--- src/design/ssw_defs.vh ---
// Shared constants for the supply supervisor and watchdog
`ifndef SSW_DEFS_VH
`define SSW_DEFS_VH
// ----------------------------------------------------------------
// Timing
// ----------------------------------------------------------------
`define SSW_CLK_HZ 40000000
`define SSW_RST_PULSE_MS 200
`define SSW_RST_MIN_MS 140
`define SSW_WD_LONG_MS 1600
`define SSW_WD_SHORT_MS 100
`define SSW_RST_CYC ((`SSW_CLK_HZ / 1000) * `SSW_RST_PULSE_MS)
`define SSW_WD_LONG_CYC ((`SSW_CLK_HZ / 1000) * `SSW_WD_LONG_MS)
`define SSW_WD_SHORT_CYC ((`SSW_CLK_HZ / 1000) * `SSW_WD_SHORT_MS)
`define SSW_EXT_DIV 64
`define SSW_EXT_RST_TICKS 1024
`define SSW_EXT_WD_TICKS 16384
`define SSW_EXT_WD_LONG_TICKS 16384
`endif

--- src/design/ssw_sync.v ---
// Two-flop synchroniser for a bundle of asynchronous levels
`timescale 1ns/10ps
`default_nettype none
module ssw_sync #(
   parameter WIDTH = 3,
   parameter [WIDTH-1:0] INIT = {WIDTH{1'b0}}
) (
   input wire sys_clk,
   input wire resetn,
   input wire [WIDTH-1:0] async_in,
   output reg [WIDTH-1:0] sync_out
);
   reg [WIDTH-1:0] stage1;
   // Stage one feeds stage two only
   always @(posedge sys_clk or negedge resetn) begin
      if (!resetn) begin
         stage1 <= INIT;
         sync_out <= INIT;
      end else begin
         stage1 <= async_in;
         sync_out <= stage1;
      end
   end
endmodule
`default_nettype wire

--- src/design/ssw_tick.v ---
// Tick generator: divides the external timebase clock into watchdog ticks
`timescale 1ns/10ps
`default_nettype none
module ssw_tick #(
   parameter DIV = 64
) (
   input wire sys_clk,
   input wire resetn,
   input wire ext_level,
   output reg ext_tick
);
   reg prev;
   reg [6:0] div_cnt;
   wire rise;
   assign rise = ext_level & ~prev;
   // Divide external rising edges by DIV; one divided period of phase slip
   always @(posedge sys_clk or negedge resetn) begin
      if (!resetn) begin
         prev <= 1'b0;
         div_cnt <= 7'h00;
         ext_tick <= 1'b0;
      end else begin
         prev <= ext_level;
         ext_tick <= 1'b0;
         if (rise) begin
            if (div_cnt == DIV[6:0] - 7'h01) begin
               div_cnt <= 7'h00;
               ext_tick <= 1'b1;
            end else begin
               div_cnt <= div_cnt + 7'h01;
            end
         end
      end
   end
endmodule
`default_nettype wire

--- src/design/ssw_top.v ---
// Supply supervisor: reset pulse, watchdog, chip-enable gate, status
// How it works
// Active-low reset goes low while supply is under threshold or battery.
// Reset stays low for the pulse time after supply recovers.
// Watchdog expiry gives a reset pulse, repeating each timeout.
// Active-high reset is always the inverse of the active-low one.
// Low-line follows the supply comparator with no stretching.
// Kick level held past timeout drives reset and expiry low.
// Floating kick input disables the watchdog; host floats it if unused.
// Each kick transition restarts the count; host kicks often enough.
// Expiry flag returns high on a kick edge or when low-line falls.
// Chip-enable passes when supply good, forced high otherwise.
// Select high or floating picks internal timing; low picks external.
// Internal timing uses a fixed 200 ms reset pulse.
// Internal timing: timebase input level picks 1.6 s or 100 ms.
// First watchdog period after any reset is the long one.
// External timing counts fixed numbers of divided timebase clocks.
// External clock is divided by 64 before driving the watchdog.
// Backed-up output switches with the switchover comparator hysteresis.
// Backup-active is low on supply, high on battery.
// Early-warning out follows its comparator, forced low in backup.
// In backup, kick, chip-enable and timebase inputs are ignored.
// Comparator results are synchronised before use.
`timescale 1ns/10ps
`default_nettype none
`include "ssw_defs.vh"
module ssw_top #(
   parameter RST_CYC = `SSW_RST_CYC,
   parameter WD_LONG_CYC = `SSW_WD_LONG_CYC,
   parameter WD_SHORT_CYC = `SSW_WD_SHORT_CYC,
   parameter EXT_RST_TICKS = `SSW_EXT_RST_TICKS,
   parameter EXT_WD_TICKS = `SSW_EXT_WD_TICKS,
   parameter EXT_WD_LONG_TICKS = `SSW_EXT_WD_LONG_TICKS,
   parameter EXT_DIV = `SSW_EXT_DIV
) (
   input wire sys_clk,
   input wire resetn,
   input wire supply_good,
   input wire supply_above_batt,
   input wire early_warning_sense,
   input wire kick_input,
   input wire kick_float,
   input wire chip_enable_in_n,
   input wire timebase_select,
   input wire timebase_select_float,
   input wire timebase_input,
   output reg cpu_reset_n,
   output reg cpu_reset,
   output reg low_line_n,
   output reg kick_expired_n,
   output reg chip_enable_out_n,
   output reg backup_active,
   output reg early_warning_out_n,
   output reg main_power_switch,
   output reg backup_power_switch
);
   // ----------------------------------------------------------------
   // Comparator synchronisers
   // ----------------------------------------------------------------
   wire [2:0] cmp_sync;
   wire sup_ok;
   wire sw_main;
   wire ew_ok;
   ssw_sync #(.WIDTH(3), .INIT(3'h0)) u_sync (
      .sys_clk(sys_clk),
      .resetn(resetn),
      .async_in({early_warning_sense, supply_above_batt, supply_good}),
      .sync_out(cmp_sync)
   );
   assign sup_ok = cmp_sync[0];
   assign sw_main = cmp_sync[1];
   assign ew_ok = cmp_sync[2];

   // ----------------------------------------------------------------
   // External timebase divider
   // ----------------------------------------------------------------
   wire ext_tick;
   ssw_tick #(.DIV(EXT_DIV)) u_tick (
      .sys_clk(sys_clk),
      .resetn(resetn),
      .ext_level(timebase_input),
      .ext_tick(ext_tick)
   );

   // ----------------------------------------------------------------
   // Mode and timeout choice
   // ----------------------------------------------------------------
   wire backup;
   wire line_ok;
   wire int_mode;
   wire step;
   assign backup = ~sw_main;
   // Supply under battery also counts as low line
   assign line_ok = sup_ok & sw_main;
   // Select ignored in backup; nothing counts there anyway
   assign int_mode = timebase_select | timebase_select_float;
   // Internal mode counts sys_clk cycles, external counts divided ticks
   assign step = int_mode ? 1'b1 : ext_tick;

   reg first_period;
   reg [31:0] wd_limit;
   reg [31:0] rst_limit;
   always @* begin
      if (int_mode) begin
         rst_limit = RST_CYC;
         if (first_period)
            wd_limit = WD_LONG_CYC;
         else if (timebase_input)
            wd_limit = WD_LONG_CYC;
         else
            wd_limit = WD_SHORT_CYC;
      end else begin
         rst_limit = EXT_RST_TICKS;
         if (first_period)
            wd_limit = EXT_WD_LONG_TICKS;
         else
            wd_limit = EXT_WD_TICKS;
      end
   end

   // ----------------------------------------------------------------
   // Kick edge detection
   // ----------------------------------------------------------------
   reg kick_prev;
   wire kick_edge;
   wire wd_on;
   // Floating kick input disables the watchdog; backup ignores it
   assign wd_on = ~kick_float & ~backup;
   assign kick_edge = wd_on & (kick_input ^ kick_prev);

   // ----------------------------------------------------------------
   // Reset pulse and watchdog state machine
   // ----------------------------------------------------------------
   localparam [2:0] ST_LOW = 3'h1;
   localparam [2:0] ST_PULSE = 3'h2;
   localparam [2:0] ST_RUN = 3'h4;

   reg [2:0] state;
   reg [31:0] rst_cnt;
   reg [31:0] wd_cnt;
   reg line_prev;
   wire wd_expire;
   assign wd_expire = wd_on & step & (wd_cnt + 32'h1 >= wd_limit);

   always @(posedge sys_clk or negedge resetn) begin
      if (!resetn) begin
         state <= ST_LOW;
         rst_cnt <= 32'h0;
         wd_cnt <= 32'h0;
         first_period <= 1'b1;
         kick_prev <= 1'b0;
         line_prev <= 1'b0;
         cpu_reset_n <= 1'b0;
         cpu_reset <= 1'b1;
         kick_expired_n <= 1'b1;
      end else begin
         kick_prev <= kick_input;
         line_prev <= line_ok;
         case (state)
            ST_LOW: begin
               cpu_reset_n <= 1'b0;
               cpu_reset <= 1'b1;
               rst_cnt <= 32'h0;
               wd_cnt <= 32'h0;
               first_period <= 1'b1;
               if (line_ok)
                  state <= ST_PULSE;
            end
            ST_PULSE: begin
               cpu_reset_n <= 1'b0;
               cpu_reset <= 1'b1;
               wd_cnt <= 32'h0;
               first_period <= 1'b1;
               if (!line_ok) begin
                  state <= ST_LOW;
               end else if (step) begin
                  if (rst_cnt + 32'h1 >= rst_limit) begin
                     state <= ST_RUN;
                     cpu_reset_n <= 1'b1;
                     cpu_reset <= 1'b0;
                  end else begin
                     rst_cnt <= rst_cnt + 32'h1;
                  end
               end
            end
            ST_RUN: begin
               rst_cnt <= 32'h0;
               if (!line_ok) begin
                  state <= ST_LOW;
                  cpu_reset_n <= 1'b0;
                  cpu_reset <= 1'b1;
               end else if (kick_edge || !wd_on) begin
                  wd_cnt <= 32'h0;
               end else if (wd_expire) begin
                  // Pulse and restart: repeats once per timeout
                  state <= ST_PULSE;
                  cpu_reset_n <= 1'b0;
                  cpu_reset <= 1'b1;
                  kick_expired_n <= 1'b0;
                  wd_cnt <= 32'h0;
               end else if (step) begin
                  wd_cnt <= wd_cnt + 32'h1;
               end
               if (kick_edge)
                  first_period <= 1'b0;
            end
            default: begin
               state <= ST_LOW;
               cpu_reset_n <= 1'b0;
               cpu_reset <= 1'b1;
            end
         endcase
         // Release wins; also forced high in backup
         if (kick_edge || (line_prev && !line_ok) || backup)
            kick_expired_n <= 1'b1;
         // A kick edge while held in pulse also returns the expiry flag high
         if (state == ST_PULSE && wd_on && !kick_expired_n && kick_edge)
            kick_expired_n <= 1'b1;
      end
   end

   // ----------------------------------------------------------------
   // Status, chip-enable gate and power switches
   // ----------------------------------------------------------------
   always @(posedge sys_clk or negedge resetn) begin
      if (!resetn) begin
         low_line_n <= 1'b0;
         chip_enable_out_n <= 1'b1;
         backup_active <= 1'b1;
         early_warning_out_n <= 1'b0;
         main_power_switch <= 1'b0;
         backup_power_switch <= 1'b1;
      end else begin
         low_line_n <= line_ok;
         // Register adds latency; the gate is forced high one cycle after line_ok falls
         chip_enable_out_n <= line_ok ? chip_enable_in_n : 1'b1;
         main_power_switch <= sw_main;
         backup_power_switch <= ~sw_main;
         backup_active <= ~sw_main;
         early_warning_out_n <= ew_ok & sw_main;
      end
   end
endmodule
`default_nettype wire

--- config.mk ---
export PLATFORM = sky130hd
export DESIGN_NAME = ssw_top
export DESIGN_NICKNAME = d
export VERILOG_FILES = /design/src/design/ssw_sync.v /design/src/design/ssw_tick.v /design/src/design/ssw_top.v
export VERILOG_INCLUDE_DIRS = /design/src /design/src/design
export SDC_FILE = /design/constraint.sdc
export NUM_CORES = 1
export LEC_CHECK = 0
export ABC_AREA = 1
export BUFFER_PORTS_ARGS = -buffer_cell sky130_fd_sc_hd__buf_2
export CAP_MARGIN = 20
export CORE_UTILIZATION = 57
export CTS_CLUSTER_SIZE = 10
export DETAILED_ROUTE_END_ITERATION = 8
export GPL_ROUTABILITY_DRIVEN = 1
export MAX_ROUTING_LAYER = met4
export PLACE_DENSITY = 0.82
export SYNTH_ARGS = -nofsm -noshare
export SYNTH_HDL_FRONTEND = slang
export SYNTH_SLANG_ARGS = --single-unit
--- constraint.sdc ---
create_clock -name sys_clk -period 2.8 [get_ports sys_clk]
set_clock_uncertainty 0.05 [all_clocks]
set_input_delay 0.56 -clock sys_clk [delete_from_list [all_inputs] [get_ports sys_clk]]
set_output_delay 0.56 -clock sys_clk [all_outputs]
set_load 0.02 [all_outputs]
# Word level (Yosys, flattened, before mapping)
# Cells that the tools add are included.
# W data, S select, Z words.
[totals]
in_bits = 11
elab_cells = 120
reg_bits = 92
out_inout_bits = 9
[classes]
reduce_logical = 23
n_lt_le_gt_ge = 2
mux = 46
n_addsub = 3
bitwise = 12
eq_ne = 16
[ops]
columns = ["op", "n"]
rows = [
  ["$mux W32", 9],
  ["$pmux W32 S2", 2],
  ["$add A32 B1 Y32 const B", 2],
  ["$ge A32 B32 Y1", 2],
  ["$mux W26", 1],
  ["$mux W23", 1],
  ["$mux W1", 21],
  ["$mux W3", 7],
  ["$ne A2 B2 Y1 const B", 6],
  ["$ne A3 B3 Y1 const B", 4],
  ["$pmux W3 S3", 1],
  ["$reduce_bool A3 Y1", 3],
  ["$reduce_and A4 Y1", 2],
  ["$add A7 B1 Y7 const B", 1],
  ["$and A1 B1 Y1", 7],
  ["$eq A7 B6 Y1 const B", 1],
  ["$mux W7", 1],
  ["$pmux W1 S2", 3],
  ["$reduce_and A5 Y1", 1],
  ["$logic_and A1 B1 Y1", 4],
  ["$ne A4 B4 Y1 const B", 1],
  ["$reduce_and A2 Y1", 2],
  ["$reduce_bool A2 Y1", 2],
  ["$reduce_or A2 Y1", 2],
  ["other kinds (10)", 16],
]

# Longest topological paths before layout
[depth]
word_depth = 11
ltp_mapped = 23
ltp_nobuf = 23

# Modules after synthesis
# Synthesis repeated with hierarchy kept, for this count alone.
[hier_totals]
cells_unflattened = 860
area_unflattened_um2 = 6383.6
[by_module_without_submodules]
columns = ["module", "cells_per_inst", "n_inst", "area_per_inst_um2", "seq_area_each_um2"]
rows = [
  ["ssw_top", 805, 1, 5814.3, 1934.4],
  ["ssw_tick", 49, 1, 419.2, 225.2],
  ["ssw_sync", 6, 1, 150.1, 150.1],
]

# Least setup slack after synthesis
# No wires, ideal clock.
[synth_path]
kind = "register to register"
start = "register wd_cnt[0]"
end = "register wd_cnt[17]"
t_required_ps = 2617
t_arrival_ps = 2823
setup_time_ps = 133
n_path_buf = 1
synth_period_minus_slack_ps = 3006
path_slack_ps = -206
stages_incl_launch_ff = 21
path_cell_list = "dfrtp_1 ha_1 nand2_1 nor2_2 nand2_1 nor2_2 nand2_1 nor4_1 nand2_1 xor2_1 inv_1 ha_1 nand2_1 nand3b_1 nor2_1 nand2_1 nand3_2 nand2_2 nand2_2 buf_6 o22ai_1"
[synth_via]
elab_chain_cells = 7
elab_cells_between_ends = 10
cone_classes = "1 x add/sub; 1 x order compare; 1 x eq/ne; 5 x mux; 1 x bitwise; 1 x reduce/logical"
[synth_rtl]
columns = ["element", "line", "rtl"]
rows = [
  ["start, declared", "ssw_top.v:140", "reg [31:0] wd_cnt;"],
  ["start signal, assigned", "ssw_top.v:202", "wd_cnt <= wd_cnt + 32'h1;"],
  ["$add A32 B1 Y32 (*)", "ssw_top.v:143, ssw_top.v:202", ""],
  ["$ge A32 B32 Y1", "ssw_top.v:143", "assign wd_expire = wd_on & step & (wd_cnt + 32'h1 >= wd_limit);"],
  ["$and A1 B1 Y1", "ssw_top.v:143", ""],
  ["$mux W32", "ssw_top.v:194", "end else if (wd_expire) begin"],
  ["$mux W32", "ssw_top.v:192", "end else if (kick_edge || !wd_on) begin"],
  ["$mux W32", "ssw_top.v:188", "if (!line_ok) begin"],
  ["$pmux W32 S2", "ssw_top.v:159", "case (state)"],
]
# Every way passes the cells marked *; elsewhere a longest branch is shown, timed or not. The select of a mux whose other input is x is not followed.
# A chain may end at the register's enable or synchronous reset.

# Final worst setup path
[layout_path]
start = "register rst_cnt[16]"
end = "register rst_cnt[12]"
[layout_via]
elab_chain_cells = 4
[layout_rtl]
columns = ["element", "line", "rtl"]
rows = [
  ["start, declared", "ssw_top.v:139", "reg [31:0] rst_cnt;"],
  ["start signal, assigned", "ssw_top.v:182", "rst_cnt <= rst_cnt + 32'h1;"],
  ["$add A32 B1 Y32", "ssw_top.v:177", "if (rst_cnt + 32'h1 >= rst_limit) begin"],
  ["$ge A32 B32 Y1", "ssw_top.v:177", ""],
  ["$ne A2 B2 Y1 (no source line)", "-", ""],
  ["$reduce_and A4 Y1 (no source line)", "-", ""],
]
# Every way passes these cells.

==> qor.yml <==
outcome:
  status: "finished, violations left"
  violations: "design-rule violations, negative setup slack"
yosys:
  ys_seq_area_share_pct: 38.4
  yosys_register_bits: 92
  yosys_most_used_dff: "dfrtp_1"
  synth_cells: 840
  mappedNetlistNets: 876
  synthArstFlopShare_pct: 100
  synth_area_um2: 6020
  synth_warnings: 0
  synth_edf_count: 0
  yosysUniqueCellTypes: 42
  synth.avg_cell_area_um2: 7.17
power_and_ir_drop:
  ir_drop_mv: 0.527
  power.share.combinational_pct: 23.9
  p_sw_mw: 1.28
  power.leakage_nw: 3.87
  total_power_mw: 3.22
  sequentialPowerShare_pct: 45.0
  p_clk_share_pct: 31.1
  power_density_nw_per_um2: 391
  sw_frac_of_total_pct: 39.8
  intPower_mw: 1.94
clock_tree:
  clock_path_buffers: 2
  ctsHtreeMaxLevel: 3
  clock-sinks: 92
  cts_buffers: 9
  cts-root-buf: "clkbuf_8"
  cts_hold_buf: 0
  cts_tree: "yes"
  clk_pin_slew_ns: 0.14
  clkLatencyLatePin_ns: 0.42
finish:
  area_growth_pct: 36.8
  drive_above_1_share_pct: 31.0
  nets: 1046
  nFillCells: 546
  postLayoutCoreUtil_pct: 80.2
global_route:
  grt_pass1_wl_um: 27200
  antenna_found_initial: 2
  grt_overflow: 0
  track_usage_pct: 32.2
  grt_pass1_vias: 5811
  grt_max_degree: 49
sta:
  post-route-min-period_ns: 3.58
  timing.fmax_ghz: 0.279
  final_max_slew_viol_count: 0
  finalHoldViolations: 0
  maxSlewHeadroom_pct: 21.4
  tns_ns: -34.75
  rsz0062_at_grt: "yes"
  setup_ws_ns: -0.779
  tightest_slew_ns: 1.17
  setup_viol: 66
  fin_crit_sh_pct: 128
critical_path:
  critical_path_arrival_ns: 3.88
  slowest_delay_ns: 0.45
  cpMostUsedCell: "nand2_1"
  cp-end-kind: "flip-flop"
  required_ns: 3.10
  cp-start-kind: "flip-flop"
  worstPathCellList: "nand2_1 -> buf_4 -> nor2_1 -> inv_1 -> nor2_2 -> nand2_1 -> xnor2_1 -> ha_1 -> nor2_1 -> nor2_2 -> nand2_1 -> nand2_2 -> nor2_4 -> nand4_4 -> buf_6 -> nand2_8 -> nand3_1 -> nand2_1"
  slowest_stage: "dfrtp_1"
  path_max_fanout: 6
  crit_type: "reg2reg"
detailed_routing:
  via_per_inst: 6.40
  num_vias: 7376
  routedWlPerCell_um: 21.2
  wirelength_um: 24400
  drc: 22
  drt-initial-drc-count: 1310
  drtPass1Iterations: 9
  final_antenna_net_count: 0
placement:
  dp_slack_ns: -0.339
  hpwlAfterDp_um: 11900
  io_buffers: 19
  gp_congestion: 0.993
floorplanning:
  start_util_pct: 58.6
  die_w_um: 105
  die-area_um2: 11000
  fp-row-count: 37
  die_h_um: 105
  core_um2: 10300
  io_pins: 20
job:
  maxCapViolCount: 0
min_path:
  min_path_type: "in2async"
## power by group through the flow
stage               clock [mW]  combinational, mW  sequential, mW
floorplan                    0              0.365            1.46
global placement             0              0.521            1.47
detailed placement           0              0.542            1.47
CTS                      0.929              0.561            1.44
global route              1.03              0.797            1.45
finish                    1.00              0.770            1.45
## cells in the final DEF, fill, tap and decap left out, types with 7 or more instances in the layout
cell type and n:
o21ai_0 18, nand2_1 208, xnor2_1 7, a21oi_1 14, nor3_1 8, inv_1 108, xor2_1 24, nor2_4 16
nor2_2 21, nand2_2 12, buf_4 138, o22ai_1 14, nand3_1 54, buf_2 18, ha_1 22, dfrtp_1 81
nand3_2 18, o21ai_1 8, clkbuf_8 9, nand4_1 14, nor2_1 107, o21ai_2 8
## worst max-delay path, delay by kind of cell (launching register included)
kind / cells / cell delay [ns]
buffers and inverters: 3 / 0.52
XOR/XNOR: 1 / 0.26
flip-flops: 1 / 0.45
adder cells (fa/ha/maj): 1 / 0.30
AND/OR/NAND/NOR: 13 / 1.95
## logic make-up after synthesis
family	Yosys count	share of synthesized area, %
buffers and inverters	122	8.23
adders and majority gates	25	5.19
xor gates and xnor gates	37	5.51
DFF	92	38.4
and+or+nand+nor	490	35.5
AOI/OAI and AO/OA	74	7.23
## cell type report
class / instances / area, um^2 / share of cell area [%]
Antenna cell: 2 / 5.00 / 0.0607
Clock buffer: 9 / 124 / 1.50
Clock inverter: 7 / 76.3 / 0.926
Inverter: 110 / 413 / 5.01
Multi-Input combinational cell: 629 / 3800 / 46.2
Sequential cell: 92 / 2320 / 28.1
Tap cell: 136 / 170 / 2.06
Timing Repair Buffer: 168 / 1330 / 16.2
## metrics by stage
stage / hold WS, ns / cells / instance area [um^2]
finish: 0.103 / 1153 / 8240
global route: 0.152 / 1153 / 8240
CTS: 0.157 / 1126 / 7570
detailed placement: 0.293 / 1102 / 7150
global placement: 0.283 / 1102 / 7150
floorplan: 0.214 / 840 / 6070
## worst paths after layout
| kind | startpoint | end | slack [ns] | cells past startpoint |
|---|---|---|---|---|
| worst max-delay path | rst_cnt[16]$_DFFE_PN0P_ | rst_cnt[12]$_DFFE_PN0P_ | -0.78 | 18 |
| worst min-delay path | resetn | wd_cnt[19]$_DFFE_PN0P_ | 0.10 | 1 |
| worst max register to register | rst_cnt[16]$_DFFE_PN0P_ | rst_cnt[12]$_DFFE_PN0P_ | -0.78 | 18 |
| worst min register to register | u_sync.stage1[1]$_DFF_PN0_ | u_sync.sync_out[1]$_DFF_PN0_ | 0.32 | 0 |
| max in group asynchronous | resetn | kick_expired_n$_DFFE_PN1P_ | 1.74 | 2 |
| min in group sys_clk | supply_good | u_sync.stage1[0]$_DFF_PN0_ | 0.20 | 1 |
## cells in the mapped netlist (3+ instances only)
master / count / share of area (%)
nand2_1: 221 / 14
nand2_2: 5 / 0.52
nor2_1: 127 / 7.9
clkbuf_1: 3 / 0.19
dfstp_2: 6 / 2.6
o21ai_1: 4 / 0.33
a21oi_1: 15 / 1.2
nor2_4: 3 / 0.56
o22ai_2: 4 / 0.83
nand3_1: 76 / 6.3
xor2_1: 29 / 4.2
nand4_1: 14 / 1.5
inv_1: 109 / 6.8
nor2_2: 14 / 1.5
ha_1: 25 / 5.2
nand3b_1: 3 / 0.37
nor4_1: 3 / 0.31
o22ai_1: 14 / 1.5
xnor2_1: 7 / 1.0
o21ai_0: 30 / 2.5
buf_6: 3 / 0.56
buf_4: 4 / 0.50
dfrtp_1: 86 / 36
nor3_1: 12 / 1.0
## layer usage
metal,part of all wire (%),track usage [%]
met5,0,-
met4,9.3,11.2
met3,14,4.93
met2,42,51.9
met1,34,41.5
## sequential cells by signal, indices dropped and copies added (netlist names), 3 cells and up
name and cells:
u_sync.stage1 3, u_tick.div_cnt 7, state 3, rst_cnt 32
wd_cnt 32, u_sync.sync_out 3
## what timing repair did
| action | CTS | global route |
|---|---|---|
| setup buffers | 8 | 19 |
| gates resized for setup | 36 | 98 |
| setup endpoints to repair | 63 | 63 |
| cloned | 0 | 6 |
| endpoints found under the hold margin | 0 | 0 |
| pin swaps | 18 | 33 |
Note: power is estimated with default switching activity, not from simulation.
